### src/shared/bss_pkg.sv
/*
 * package for the ballast start-up sequencer: frequency and source modes, timing counts, carriers.
 * assumes a 50 MHz reference clock; analogue comparators and level translation are outside.
 */
package bss_pkg;

	localparam int unsigned CLK_HZ = 50_000_000;

	localparam int unsigned BUS_SETTLE_US = 130;
	localparam int unsigned PFC_DELAY_US = 300;
	localparam int unsigned BUS_CHECK_MS = 80;
	localparam int unsigned SOFT_STEP_US = 650;
	localparam int unsigned PREHEAT_MAX_MS = 2500;
	localparam int unsigned IGN_STEP_US = 324;
	localparam int unsigned IGN_MAX_MS = 237;
	localparam int unsigned PRERUN_MS = 625;
	localparam int unsigned RUN_FIL_US = 620;

	localparam int unsigned BUS_SETTLE_CYC = BUS_SETTLE_US * (CLK_HZ / 1_000_000);
	localparam int unsigned PFC_DELAY_CYC = PFC_DELAY_US * (CLK_HZ / 1_000_000);
	localparam int unsigned BUS_CHECK_CYC = BUS_CHECK_MS * (CLK_HZ / 1_000);
	localparam int unsigned SOFT_STEP_CYC = SOFT_STEP_US * (CLK_HZ / 1_000_000);
	localparam int unsigned PREHEAT_MAX_CYC = PREHEAT_MAX_MS * (CLK_HZ / 1_000);
	localparam int unsigned IGN_STEP_CYC = IGN_STEP_US * (CLK_HZ / 1_000_000);
	localparam int unsigned IGN_MAX_CYC = IGN_MAX_MS * (CLK_HZ / 1_000);
	localparam int unsigned PRERUN_CYC = PRERUN_MS * (CLK_HZ / 1_000);
	localparam int unsigned RUN_FIL_CYC = RUN_FIL_US * (CLK_HZ / 1_000_000);

	localparam int unsigned SOFT_STEPS = 15;
	localparam int unsigned IGN_STEPS = 127;

	localparam int unsigned CNT_W = 27;
	localparam int unsigned PH_SEL_W = 8;
	localparam int unsigned STEP_W = 7;
	localparam int unsigned PH_SEL_MAX = 255;

	typedef enum logic [1:0] {
		BSS_FREQ_START,
		BSS_FREQ_SOFT,
		BSS_FREQ_HOLD,
		BSS_FREQ_IGN
	} bss_freq_e;

	typedef enum logic [1:0] {
		BSS_SRC_OFF,
		BSS_SRC_NORMAL,
		BSS_SRC_REDUCED,
		BSS_SRC_RAISED
	} bss_src_e;

	// comparator outputs from the sense pins
	typedef struct packed {
		logic supply_above_low;
		logic supply_above_start;
		logic bus_open_loop;
		logic bus_over_start;
		logic bus_above_high;
		logic fil_above_upper;
		logic fil_above_lower;
		logic fil_above_run;
		logic lvs_a_current;
		logic lvs_b_current;
		logic lvs_a_enabled;
		logic lvs_b_enabled;
		logic lsc_ignition;
		logic lsc_ignited;
	} bss_sense_s;

	// drive and analogue control outputs
	typedef struct packed {
		logic       inverter_enable;
		logic       pfc_enable;
		logic       supervision_enable;
		logic       ignition_control;
		logic       fil_clamp;
		logic       fil_thresh_low;
		bss_src_e   src_sel;
		bss_freq_e  freq_mode;
		logic [6:0] freq_step;
	} bss_drive_s;

endpackage : bss_pkg

### src/rtl/bss_sequencer.sv
/*
 * ballast start-up and filament supervision sequencer.
 * assumes asynchronous comparator levels and a preheat-time code from an outside decoder.
 */
// Overview of operation
// - hysteresis window only checks filaments, drives off
// - normal source current tests low-side filament
// - upper filament threshold crossed flags open low-side
// - no lamp-sense sink current raises source current
// - fault persists: monitor, withhold power-up
// - after start threshold wait before bus check
// - bus in corridor powers up, else back to filament check
// - power-up starts inverter at start frequency
// - PFC drive enabled fixed delay after inverter
// - bus must reach high level within window
// - soft start: fifteen equal timed frequency steps
// - preheat lasts the selected time, up to maximum
// - ignition: 127 equal timed frequency steps
// - ignition slope freezes sweep, keeps monitoring
// - ignition slope but no ignition in time: latched fault
// - pre-run fixed time then run mode
// - run mode enables full supervision
// - open low-side at start: block, clamp pin
// - reduced threshold and current until drop, restart
// - run-mode threshold: stop drives after delay
// - run-mode filament fault restarts full sequence
// - high-side returns: reduce current, check low-side
`timescale 1ns/1ps

module bss_sequencer
	import bss_pkg::*;
(
	input  wire logic                ref_clk,
	input  wire logic                rstn,
	input  wire bss_sense_s          sense,
	input  wire logic [PH_SEL_W-1:0] preheat_time_set,
	output bss_drive_s               drive
);

	typedef enum logic [3:0] {
		ST_LOCKOUT,
		ST_CHECK,
		ST_FIL_FAULT,
		ST_BUS_SETTLE,
		ST_BUS_CHECK,
		ST_SOFT,
		ST_PREHEAT,
		ST_IGNITE,
		ST_PRERUN,
		ST_RUN,
		ST_RUN_FAULT,
		ST_LATCHED
	} bss_state_e;

	////////////////////////////////////////////////////////////////////////////
	// input synchronisers

	localparam int unsigned SENSE_W = $bits(bss_sense_s);

	logic [SENSE_W-1:0] sync1_q;
	logic [SENSE_W-1:0] sync2_q;
	logic [PH_SEL_W-1:0] ph_sync1_q;
	logic [PH_SEL_W-1:0] ph_sync2_q;
	bss_sense_s s;

	always_ff @(posedge ref_clk or negedge rstn) begin
		if (!rstn) begin
			sync1_q <= '0;
			sync2_q <= '0;
			ph_sync1_q <= '0;
			ph_sync2_q <= '0;
		end else begin
			sync1_q <= sense;
			sync2_q <= sync1_q;
			ph_sync1_q <= preheat_time_set;
			ph_sync2_q <= ph_sync1_q;
		end
	end

	assign s = bss_sense_s'(sync2_q);

	// high-side filament present on every enabled lamp-sense input
	function automatic logic hs_ok(input bss_sense_s x);
		hs_ok = (!x.lvs_a_enabled || x.lvs_a_current) && (!x.lvs_b_enabled || x.lvs_b_current);
	endfunction

	////////////////////////////////////////////////////////////////////////////
	// sequencer

	bss_state_e      state_q;
	logic [CNT_W-1:0] tmr_q;
	logic [CNT_W-1:0] pfc_tmr_q;
	logic [STEP_W-1:0] step_q;
	logic            hs_fault_q;
	logic            pfc_on_q;
	logic            frozen_q;
	logic [CNT_W-1:0] preheat_cyc;
	logic            supply_low;

	// preheat duration scaled linearly from zero to the maximum
	assign preheat_cyc = CNT_W'((64'(ph_sync2_q) * 64'(PREHEAT_MAX_CYC)) / 64'(PH_SEL_MAX));
	assign supply_low = !s.supply_above_low;

	always_ff @(posedge ref_clk or negedge rstn) begin
		if (!rstn) begin
			state_q <= ST_LOCKOUT;
			tmr_q <= '0;
			step_q <= '0;
			hs_fault_q <= 1'b0;
			frozen_q <= 1'b0;
		end else if (supply_low && state_q != ST_LATCHED) begin
			state_q <= ST_LOCKOUT;
			tmr_q <= '0;
			step_q <= '0;
			hs_fault_q <= 1'b0;
			frozen_q <= 1'b0;
		end else begin
			tmr_q <= tmr_q + CNT_W'(1);
			case (state_q)
				ST_LOCKOUT: begin
					tmr_q <= '0;
					state_q <= ST_CHECK;
				end
				ST_CHECK: begin
					tmr_q <= '0;
					hs_fault_q <= !hs_ok(s);
					if (s.fil_above_upper) begin
						state_q <= ST_FIL_FAULT;
					end else if (s.supply_above_start && hs_ok(s)) begin
						state_q <= ST_BUS_SETTLE;
					end
				end
				ST_FIL_FAULT: begin
					tmr_q <= '0;
					hs_fault_q <= !hs_ok(s);
					if (hs_ok(s) && !s.fil_above_lower) begin
						state_q <= ST_CHECK;
					end
				end
				ST_BUS_SETTLE: begin
					if (tmr_q >= CNT_W'(BUS_SETTLE_CYC - 1)) begin
						tmr_q <= '0;
						if (!s.bus_open_loop && !s.bus_over_start) begin
							state_q <= ST_BUS_CHECK;
						end else begin
							state_q <= ST_CHECK;
						end
					end
				end
				ST_BUS_CHECK: begin
					if (s.bus_above_high) begin
						tmr_q <= '0;
						step_q <= '0;
						state_q <= ST_SOFT;
					end else if (tmr_q >= CNT_W'(BUS_CHECK_CYC - 1)) begin
						tmr_q <= '0;
						state_q <= ST_CHECK;
					end
				end
				ST_SOFT: begin
					if (tmr_q >= CNT_W'(SOFT_STEP_CYC - 1)) begin
						tmr_q <= '0;
						if (step_q == STEP_W'(SOFT_STEPS - 1)) begin
							step_q <= STEP_W'(SOFT_STEPS);
							state_q <= ST_PREHEAT;
						end else begin
							step_q <= step_q + STEP_W'(1);
						end
					end
				end
				ST_PREHEAT: begin
					if (tmr_q >= preheat_cyc) begin
						tmr_q <= '0;
						step_q <= '0;
						frozen_q <= 1'b0;
						state_q <= ST_IGNITE;
					end
				end
				ST_IGNITE: begin
					// tmr_q times the whole phase, step timer derived by modulo
					if (s.lsc_ignition) begin
						frozen_q <= 1'b1;
					end
					if (s.lsc_ignited || (!frozen_q && step_q == STEP_W'(IGN_STEPS))) begin
						tmr_q <= '0;
						state_q <= ST_PRERUN;
					end else if (tmr_q >= CNT_W'(IGN_MAX_CYC - 1)) begin
						state_q <= ST_LATCHED;
					end else if (!frozen_q && !s.lsc_ignition && step_q != STEP_W'(IGN_STEPS)
						&& (tmr_q % CNT_W'(IGN_STEP_CYC)) == CNT_W'(IGN_STEP_CYC - 1)) begin
						step_q <= step_q + STEP_W'(1);
					end
				end
				ST_PRERUN: begin
					if (tmr_q >= CNT_W'(PRERUN_CYC - 1)) begin
						tmr_q <= '0;
						state_q <= ST_RUN;
					end
				end
				ST_RUN: begin
					if (!s.fil_above_run) begin
						tmr_q <= '0;
					end else if (tmr_q >= CNT_W'(RUN_FIL_CYC - 1)) begin
						tmr_q <= '0;
						state_q <= ST_RUN_FAULT;
					end
				end
				ST_RUN_FAULT: begin
					tmr_q <= '0;
					if (!s.fil_above_lower) begin
						state_q <= ST_CHECK;
					end
				end
				ST_LATCHED: begin
					tmr_q <= '0;
				end
				default: begin
					state_q <= ST_LOCKOUT;
				end
			endcase
		end
	end

	////////////////////////////////////////////////////////////////////////////
	// pfc start delay

	always_ff @(posedge ref_clk or negedge rstn) begin
		if (!rstn) begin
			pfc_tmr_q <= '0;
			pfc_on_q <= 1'b0;
		end else if (state_q inside {ST_LOCKOUT, ST_CHECK, ST_FIL_FAULT, ST_BUS_SETTLE,
			ST_RUN_FAULT, ST_LATCHED}) begin
			pfc_tmr_q <= '0;
			pfc_on_q <= 1'b0;
		end else if (!pfc_on_q) begin
			pfc_tmr_q <= pfc_tmr_q + CNT_W'(1);
			if (pfc_tmr_q >= CNT_W'(PFC_DELAY_CYC - 2)) begin
				pfc_on_q <= 1'b1;
			end
		end
	end

	////////////////////////////////////////////////////////////////////////////
	// registered outputs

	logic gates_on;
	assign gates_on = state_q inside {ST_BUS_CHECK, ST_SOFT, ST_PREHEAT, ST_IGNITE,
		ST_PRERUN, ST_RUN};

	always_ff @(posedge ref_clk or negedge rstn) begin
		if (!rstn) begin
			drive <= '0;
		end else begin
			drive.inverter_enable <= gates_on;
			drive.pfc_enable <= gates_on && pfc_on_q;
			drive.supervision_enable <= (state_q == ST_RUN);
			drive.ignition_control <= (state_q == ST_IGNITE) && frozen_q;
			drive.fil_clamp <= (state_q == ST_FIL_FAULT) && !hs_fault_q;
			drive.fil_thresh_low <= state_q inside {ST_FIL_FAULT, ST_RUN_FAULT};
			if (state_q == ST_LOCKOUT || state_q == ST_LATCHED) begin
				drive.src_sel <= BSS_SRC_OFF;
			end else if (hs_fault_q) begin
				drive.src_sel <= BSS_SRC_RAISED;
			end else if (state_q inside {ST_FIL_FAULT, ST_RUN_FAULT}) begin
				drive.src_sel <= BSS_SRC_REDUCED;
			end else begin
				drive.src_sel <= BSS_SRC_NORMAL;
			end
			case (state_q)
				ST_SOFT: drive.freq_mode <= BSS_FREQ_SOFT;
				ST_PREHEAT: drive.freq_mode <= BSS_FREQ_HOLD;
				ST_IGNITE, ST_PRERUN, ST_RUN: drive.freq_mode <= BSS_FREQ_IGN;
				default: drive.freq_mode <= BSS_FREQ_START;
			endcase
			drive.freq_step <= step_q;
		end
	end

endmodule // bss_sequencer

### config.mk
export PLATFORM = sky130hd
export DESIGN_NAME = bss_sequencer
export DESIGN_NICKNAME = d
export VERILOG_FILES = /design/src/shared/bss_pkg.sv /design/src/rtl/bss_sequencer.sv
export SDC_FILE = /design/constraint.sdc
export NUM_CORES = 1
export LEC_CHECK = 0
export ABC_AREA = 1
export BUFFER_PORTS_ARGS = -buffer_cell sky130_fd_sc_hd__buf_4
export CELL_PAD_IN_SITES_DETAIL_PLACEMENT = 1
export CELL_PAD_IN_SITES_GLOBAL_PLACEMENT = 2
export CORE_ASPECT_RATIO = 1.25
export CORE_UTILIZATION = 40
export DETAILED_ROUTE_END_ITERATION = 8
export GPL_ROUTABILITY_DRIVEN = 0
export PLACE_DENSITY_LB_ADDON = 0.2
export SLEW_MARGIN = 0
export SYNTH_ARGS = -nofsm -noshare
export SYNTH_HDL_FRONTEND = slang
export SYNTH_SLANG_ARGS = --single-unit
export TNS_END_PERCENT = 100
### constraint.sdc
create_clock -name ref_clk -period 50.8 [get_ports ref_clk]
set_input_delay 2.54 -clock ref_clk [delete_from_list [all_inputs] [get_ports ref_clk]]
set_output_delay 2.54 -clock ref_clk [all_outputs]
set_load 0.005 [all_outputs]
# Yosys cells after proc, flatten, opt, wreduce, memory -nomap -nowiden
# Cells that the tools add are included.
[word_totals]
word_cells = 161
regBits = 129
input_bits = 24
[classes]
mux = 53
n_reduce_logical = 39
div_mod_pow = 2
add_sub_neg = 3
multipliers = 1
magnitude_cmp = 8
eq_ne = 35
[op_table]
columns = ["cell", "count"]
rows = [
  ["$mux 27", 12],
  ["$pmux 27 s8", 1],
  ["$div 35x8->64 const B", 1],
  ["$mux 4", 16],
  ["$mux 7", 8],
  ["$add 27x1->27 const B", 2],
  ["$ge 27x15->1 const B", 2],
  ["$pmux 4 s12", 1],
  ["$ne 3x3->1 const B", 14],
  ["$mul 8x21->29 const B", 1],
  ["$pmux 7 s4", 1],
  ["$eq 27x14->1 const B", 1],
  ["$ge 27x13->1 const B", 1],
  ["$ge 27x14->1 const B", 1],
  ["$ge 27x22->1 const B", 1],
  ["$ge 27x24->1 const B", 1],
  ["$ge 27x25->1 const B", 1],
  ["$ge 27x27->1", 1],
  ["$mod 27x14->27 const B", 1],
  ["$eq 4x3->1 const B", 4],
  ["$eq 4x4->1 const B", 4],
  ["$ne 4x4->1 const B", 4],
  ["$reduce_and 13->1", 1],
  ["$logic_and 1x1->1", 12],
  ["other kinds (25)", 49],
]

# Longest topological paths before layout
[depth]
word_depth = 9
ltp_mapped = 192
ltp_nobuf = 191

# Worst setup path before layout
# Ideal clock, no wire load.
[synth_timing]
path_type = "reg2reg"
from = "register ph_sync2_q[5]"
to = "register step_q[4]"
path_stages_with_launch = 172
n_path_buf = 1
setup_time_ns = 0.120
required_time_ns = 50.680
path_slack_ns = 31.077
arrival_ns = 19.603
path_cell_list = "dfrtp_1 > inv_1 > fa_1 > inv_1 > fa_1 > inv_1 > fa_1 > fa_1 > inv_1 > ha_1 > nand2_1 > nor2_1 > nand2_1 > nor2_1 > nand2_1 > nand3_1 > nand2_2 > nand2_4 > [136 not listed] > nand3_1 > ha_1 > nor2_1 > a211oi_1 > o21ai_0 > nand3_1 > nand2_1 > nand3_1 > nand2_1 > nand3_1 > nand2_1 > nand4_1 > nand4_1 > nor2_1 > nor4_1 > nand2_2 > nand2_1 > nand2_1"
[synth_between]
elab_chain_len = 5
[synth_rtl]
columns = ["item", "line", "text"]
rows = [
  ["from (decl)", "bss_sequencer.sv:63", "logic [PH_SEL_W-1:0] ph_sync2_q;"],
  ["from (signal assigned)", "bss_sequencer.sv:76", "ph_sync2_q <= ph_sync1_q;"],
  ["$mul 8x21->29", "bss_sequencer.sv:101", "assign preheat_cyc = CNT_W'((64'(ph_sync2_q) * 64'(PREHEAT_MAX_CYC)) / 64'(PH_SEL_MAX));"],
  ["$div 35x8->64", "bss_sequencer.sv:101", ""],
  ["$ge 27x27->1", "bss_sequencer.sv:172", "if (tmr_q >= preheat_cyc) begin"],
  ["$ne 3x3->1 (no source line)", "-", ""],
  ["$reduce_and 7->1 (no source line)", "-", ""],
  ["to (signal assigned)", "bss_sequencer.sv:164", "step_q <= STEP_W'(SOFT_STEPS);"],
  ["to (signal assigned)", "bss_sequencer.sv:167", "step_q <= step_q + STEP_W'(1);"],
  ["to (signal assigned)", "bss_sequencer.sv:191", "step_q <= step_q + STEP_W'(1);"],
  ["to (decl)", "bss_sequencer.sv:93", "logic [STEP_W-1:0] step_q;"],
]
# Every way passes these cells.
# A chain may end at the register's enable or synchronous reset.

# Worst setup path in the final report
[layout_timing]
from = "register ph_sync2_q[5]"
to = "register tmr_q[20]"
[layout_between]
elab_chain_len = 6
[layout_rtl]
columns = ["item", "line", "text"]
rows = [
  ["$mul 8x21->29", "bss_sequencer.sv:101", ""],
  ["$div 35x8->64", "bss_sequencer.sv:101", ""],
  ["$ge 27x27->1", "bss_sequencer.sv:172", ""],
  ["$mux 27", "bss_sequencer.sv:172", ""],
  ["$pmux 27 s8", "bss_sequencer.sv:119", "case (state_q)"],
  ["$mux 27", "bss_sequencer.sv:111", "end else if (supply_low && state_q != ST_LATCHED) begin"],
  ["to (signal assigned)", "bss_sequencer.sv:118", "tmr_q <= tmr_q + CNT_W'(1);"],
  ["to (decl)", "bss_sequencer.sv:91", "logic [CNT_W-1:0] tmr_q;"],
]
# Every way passes these cells.

==> metrics <==
outcome completed; die footprint between 50,000 and 60,000 sq um; Worst-Margin Slew between 0.9 and 1 ns; Crit path top cell by count nand2_2; headroom to the max-slew limit between 30 and 40%; reg2reg end tmr_q[20]$_DFF_PN0_; number of global-route vias before repair approximately 22,000; most common cell after layout, fill and taps aside nand2_1; Final Cell Area roughly 23,000 sq um; final hold violation count 0; Synth Area in Compound Gates under 10%; setup slack after layout approximately 27 ns; CTS clk-pin slew, worst paths about 0.070 ns; Initial DRC Count roughly 710; Final #Nets between 3,000 and 4,000; top achievable clock speed around 43 MHz; reg2reg path depth roughly 160; Setup-failing EPs final 0; CTS tree yes; # DRC 0; Ports 41; CP Capture Type flop; share of cells above drive strength 1 roughly a fifth; clock buffer count from CTS 17; total gr overflow 0; Fill cells 6,939; diode count 0; clk_lat worst skew 0.48 ns; Setup TNS 0 ns; Crit. Startpoint ph_sync2_q[5]$_DFF_PN0_; most frequent cells in the layout nand2_1 (804), inv_1 (510), nor2_1 (288); Syn. warnings 0; Worst R2R Setup Slack roughly 27 ns; Tmin final 23.50 ns; max-capacitance violation count 0; crit path launch type flop; skew final approximately 0.025 ns; Final ANT Viol Nets 0; max-slew violation count 0; H-Tree Depth 4; Port Buf Inserts 40; Post-synth EDFFs 0; WP data required roughly 51 ns; Sink Count 129; post-synthesis mux area share 0%; die height around 260 um; post-cts hold buffer count 0; router iterations before antenna repair 5; CTS root buf clkbuf_16; class of the worst hold path flop to flop; Storage cell area about 3200 sq um; Worst Path Arrival approximately 24 ns; RSZ-0062 raised after global routing no; Synth Area per Inst 6.47 sq um; #FFs+latches synth approximately 130; Post-DP Area 22,100 sq um; Netlist cell types between 80 and 90; routed wire length about 64 mm; initial antenna violation count 2; fraction of the mapped netlist area in adder cells between 10% and 20%; post-DP HPWL 54.8 mm; share of flip-flops with an asynchronous set or reset 100%; Top FF cell, synth dfrtp_1; Vias/cell approximately 5.2; first-pass GRT wire length approximately 110 mm; gr usage total 24.4%; setup slack at placement about 27 ns; cts repair resizes 0; mapped cell area about 21,000 sq um; total core area a little over 50,000 sq um; xor/xnor share of the synthesized area 4.88%; Die X slightly above 200 um; # rows 93; sequential share of the synthesized area approximately 15%; largest net degree at the start of global routing 70; maximum root-to-sink buffer count 2; Tcrit/Tclk final a little under half; number of post-CTS setup repair buffers 0; initial core utilization between 40 and 50%; Mapped Cells approximately 3,300; Layout area overhead 7.57%; Net Count, Synth 3,442; critical path endpoint tmr_q[20]$_DFF_PN0_; critical path type flop to flop; routed via count approximately 21,000; worst r2r src ph_sync2_q[5]$_DFF_PN0_; critical path fanouts, max 27; simple-gate area share of the yosys netlist a little under half; Routed wire per std cell ~16 um; highest-delay cell along the critical path nand2_1; CP max stage delay around 0.69 ns; multi-input logic area 15,400 sq um; largest family of logic cells by synthesized area simple AND/OR/NAND/NOR gates
cells by family (layout without fill, tap and decap cells):
logic type / after synthesis / after routing
AOI/OAI and AO/OA: 319 / 319
xor gates and xnor gates: 115 / 115
adders and majority gates: 155 / 155
buffers and inverters: 614 / 672
DFF: 129 / 129
and+or+nand+nor: 1931 / 1931
through the flow:
step                std cells  util [%]  hold WS, ns
finish                   3986      43.9        0.335
global route             3986      43.9        0.345
global placement         3954      42.7        0.334
detailed placement       3954      42.7        0.336
floorplan                3263         -        0.331
CTS                      3986      43.9        0.340
sequential cells by signal (all words and copies together), names as in the netlist:
name,flops
pfc_tmr_q,27
tmr_q,27
drive,17
s,14
sync1_q,14
ph_sync1_q,8
ph_sync2_q,8
step_q,7
state_q,4
frozen_q,1
hs_fault_q,1
pfc_on_q,1
synthesized netlist by cell type (25+ instances only):
| cell type | n | share of area (%) |
|---|---|---|
| nand2_1 | 804 | 14 |
| inv_1 | 510 | 9.1 |
| nor2_1 | 288 | 5.1 |
| nand3_1 | 200 | 4.7 |
| nand2_2 | 192 | 5.7 |
| dfrtp_1 | 129 | 15 |
| ha_1 | 111 | 6.6 |
| a21oi_1 | 87 | 2.1 |
| xor2_1 | 85 | 3.5 |
| nand2_4 | 78 | 4.2 |
| nor2_2 | 75 | 2.2 |
| nand4_1 | 70 | 2.1 |
| o21ai_0 | 66 | 1.6 |
| inv_2 | 64 | 1.1 |
| nand3_2 | 53 | 2.5 |
| nor3_1 | 50 | 1.2 |
| o21ai_1 | 47 | 1.1 |
| fa_1 | 44 | 4.2 |
| nor2_4 | 28 | 1.5 |
| xnor2_1 | 27 | 1.1 |
| nor4_1 | 25 | 0.74 |
worst min-delay path by stage:
stage	start	endpoint	slack (ns)	depth (start not counted)
6_report	sync1_q[13]$_DFF_PN0_	s[13]$_DFF_PN0_	0.33	0
4_1_cts	sync1_q[13]$_DFF_PN0_	s[13]$_DFF_PN0_	0.34	0
3_5_place_dp	sync1_q[13]$_DFF_PN0_	s[13]$_DFF_PN0_	0.34	0
2_1_floorplan	ph_sync1_q[0]$_DFF_PN0_	ph_sync2_q[0]$_DFF_PN0_	0.33	0
5_1_grt	sync1_q[13]$_DFF_PN0_	s[13]$_DFF_PN0_	0.34	0
3_3_place_gp	sync1_q[0]$_DFF_PN0_	s[0]$_DFF_PN0_	0.33	0
worst max-delay path: cells and delay by family (launching register included):
kind,cells,cell delay [ns]
AO/OA/AOI/OAI,6,1.15
adder cells (fa/ha/maj),11,3.98
buffers and inverters,14,1.20
flip-flops,1,0.60
AND/OR/NAND/NOR,127,16.23
routing by layer:
| layer | global-route usage (%) | wire length [um] |
|---|---|---|
| met5 | 0 | 27 |
| met4 | 7.30 | 1430 |
| met3 | 2.82 | 1130 |
| met2 | 48.3 | 34700 |
| met1 | 26.8 | 26400 |
final cells by class:
| class | instances | share of cell area, % |
|---|---|---|
| well taps | 665 | 3.66 |
| multi-input cells | 2520 | 68.0 |
| clock buffers | 18 | 1.93 |
| inverters | 596 | 9.99 |
| clock inverters | 14 | 0.733 |
| flip-flops and latches | 129 | 14.2 |
| repair buffers | 44 | 1.47 |
Power is not shown: default switching activity piles up to over one toggle a cycle in this logic, so the estimate is an artifact.
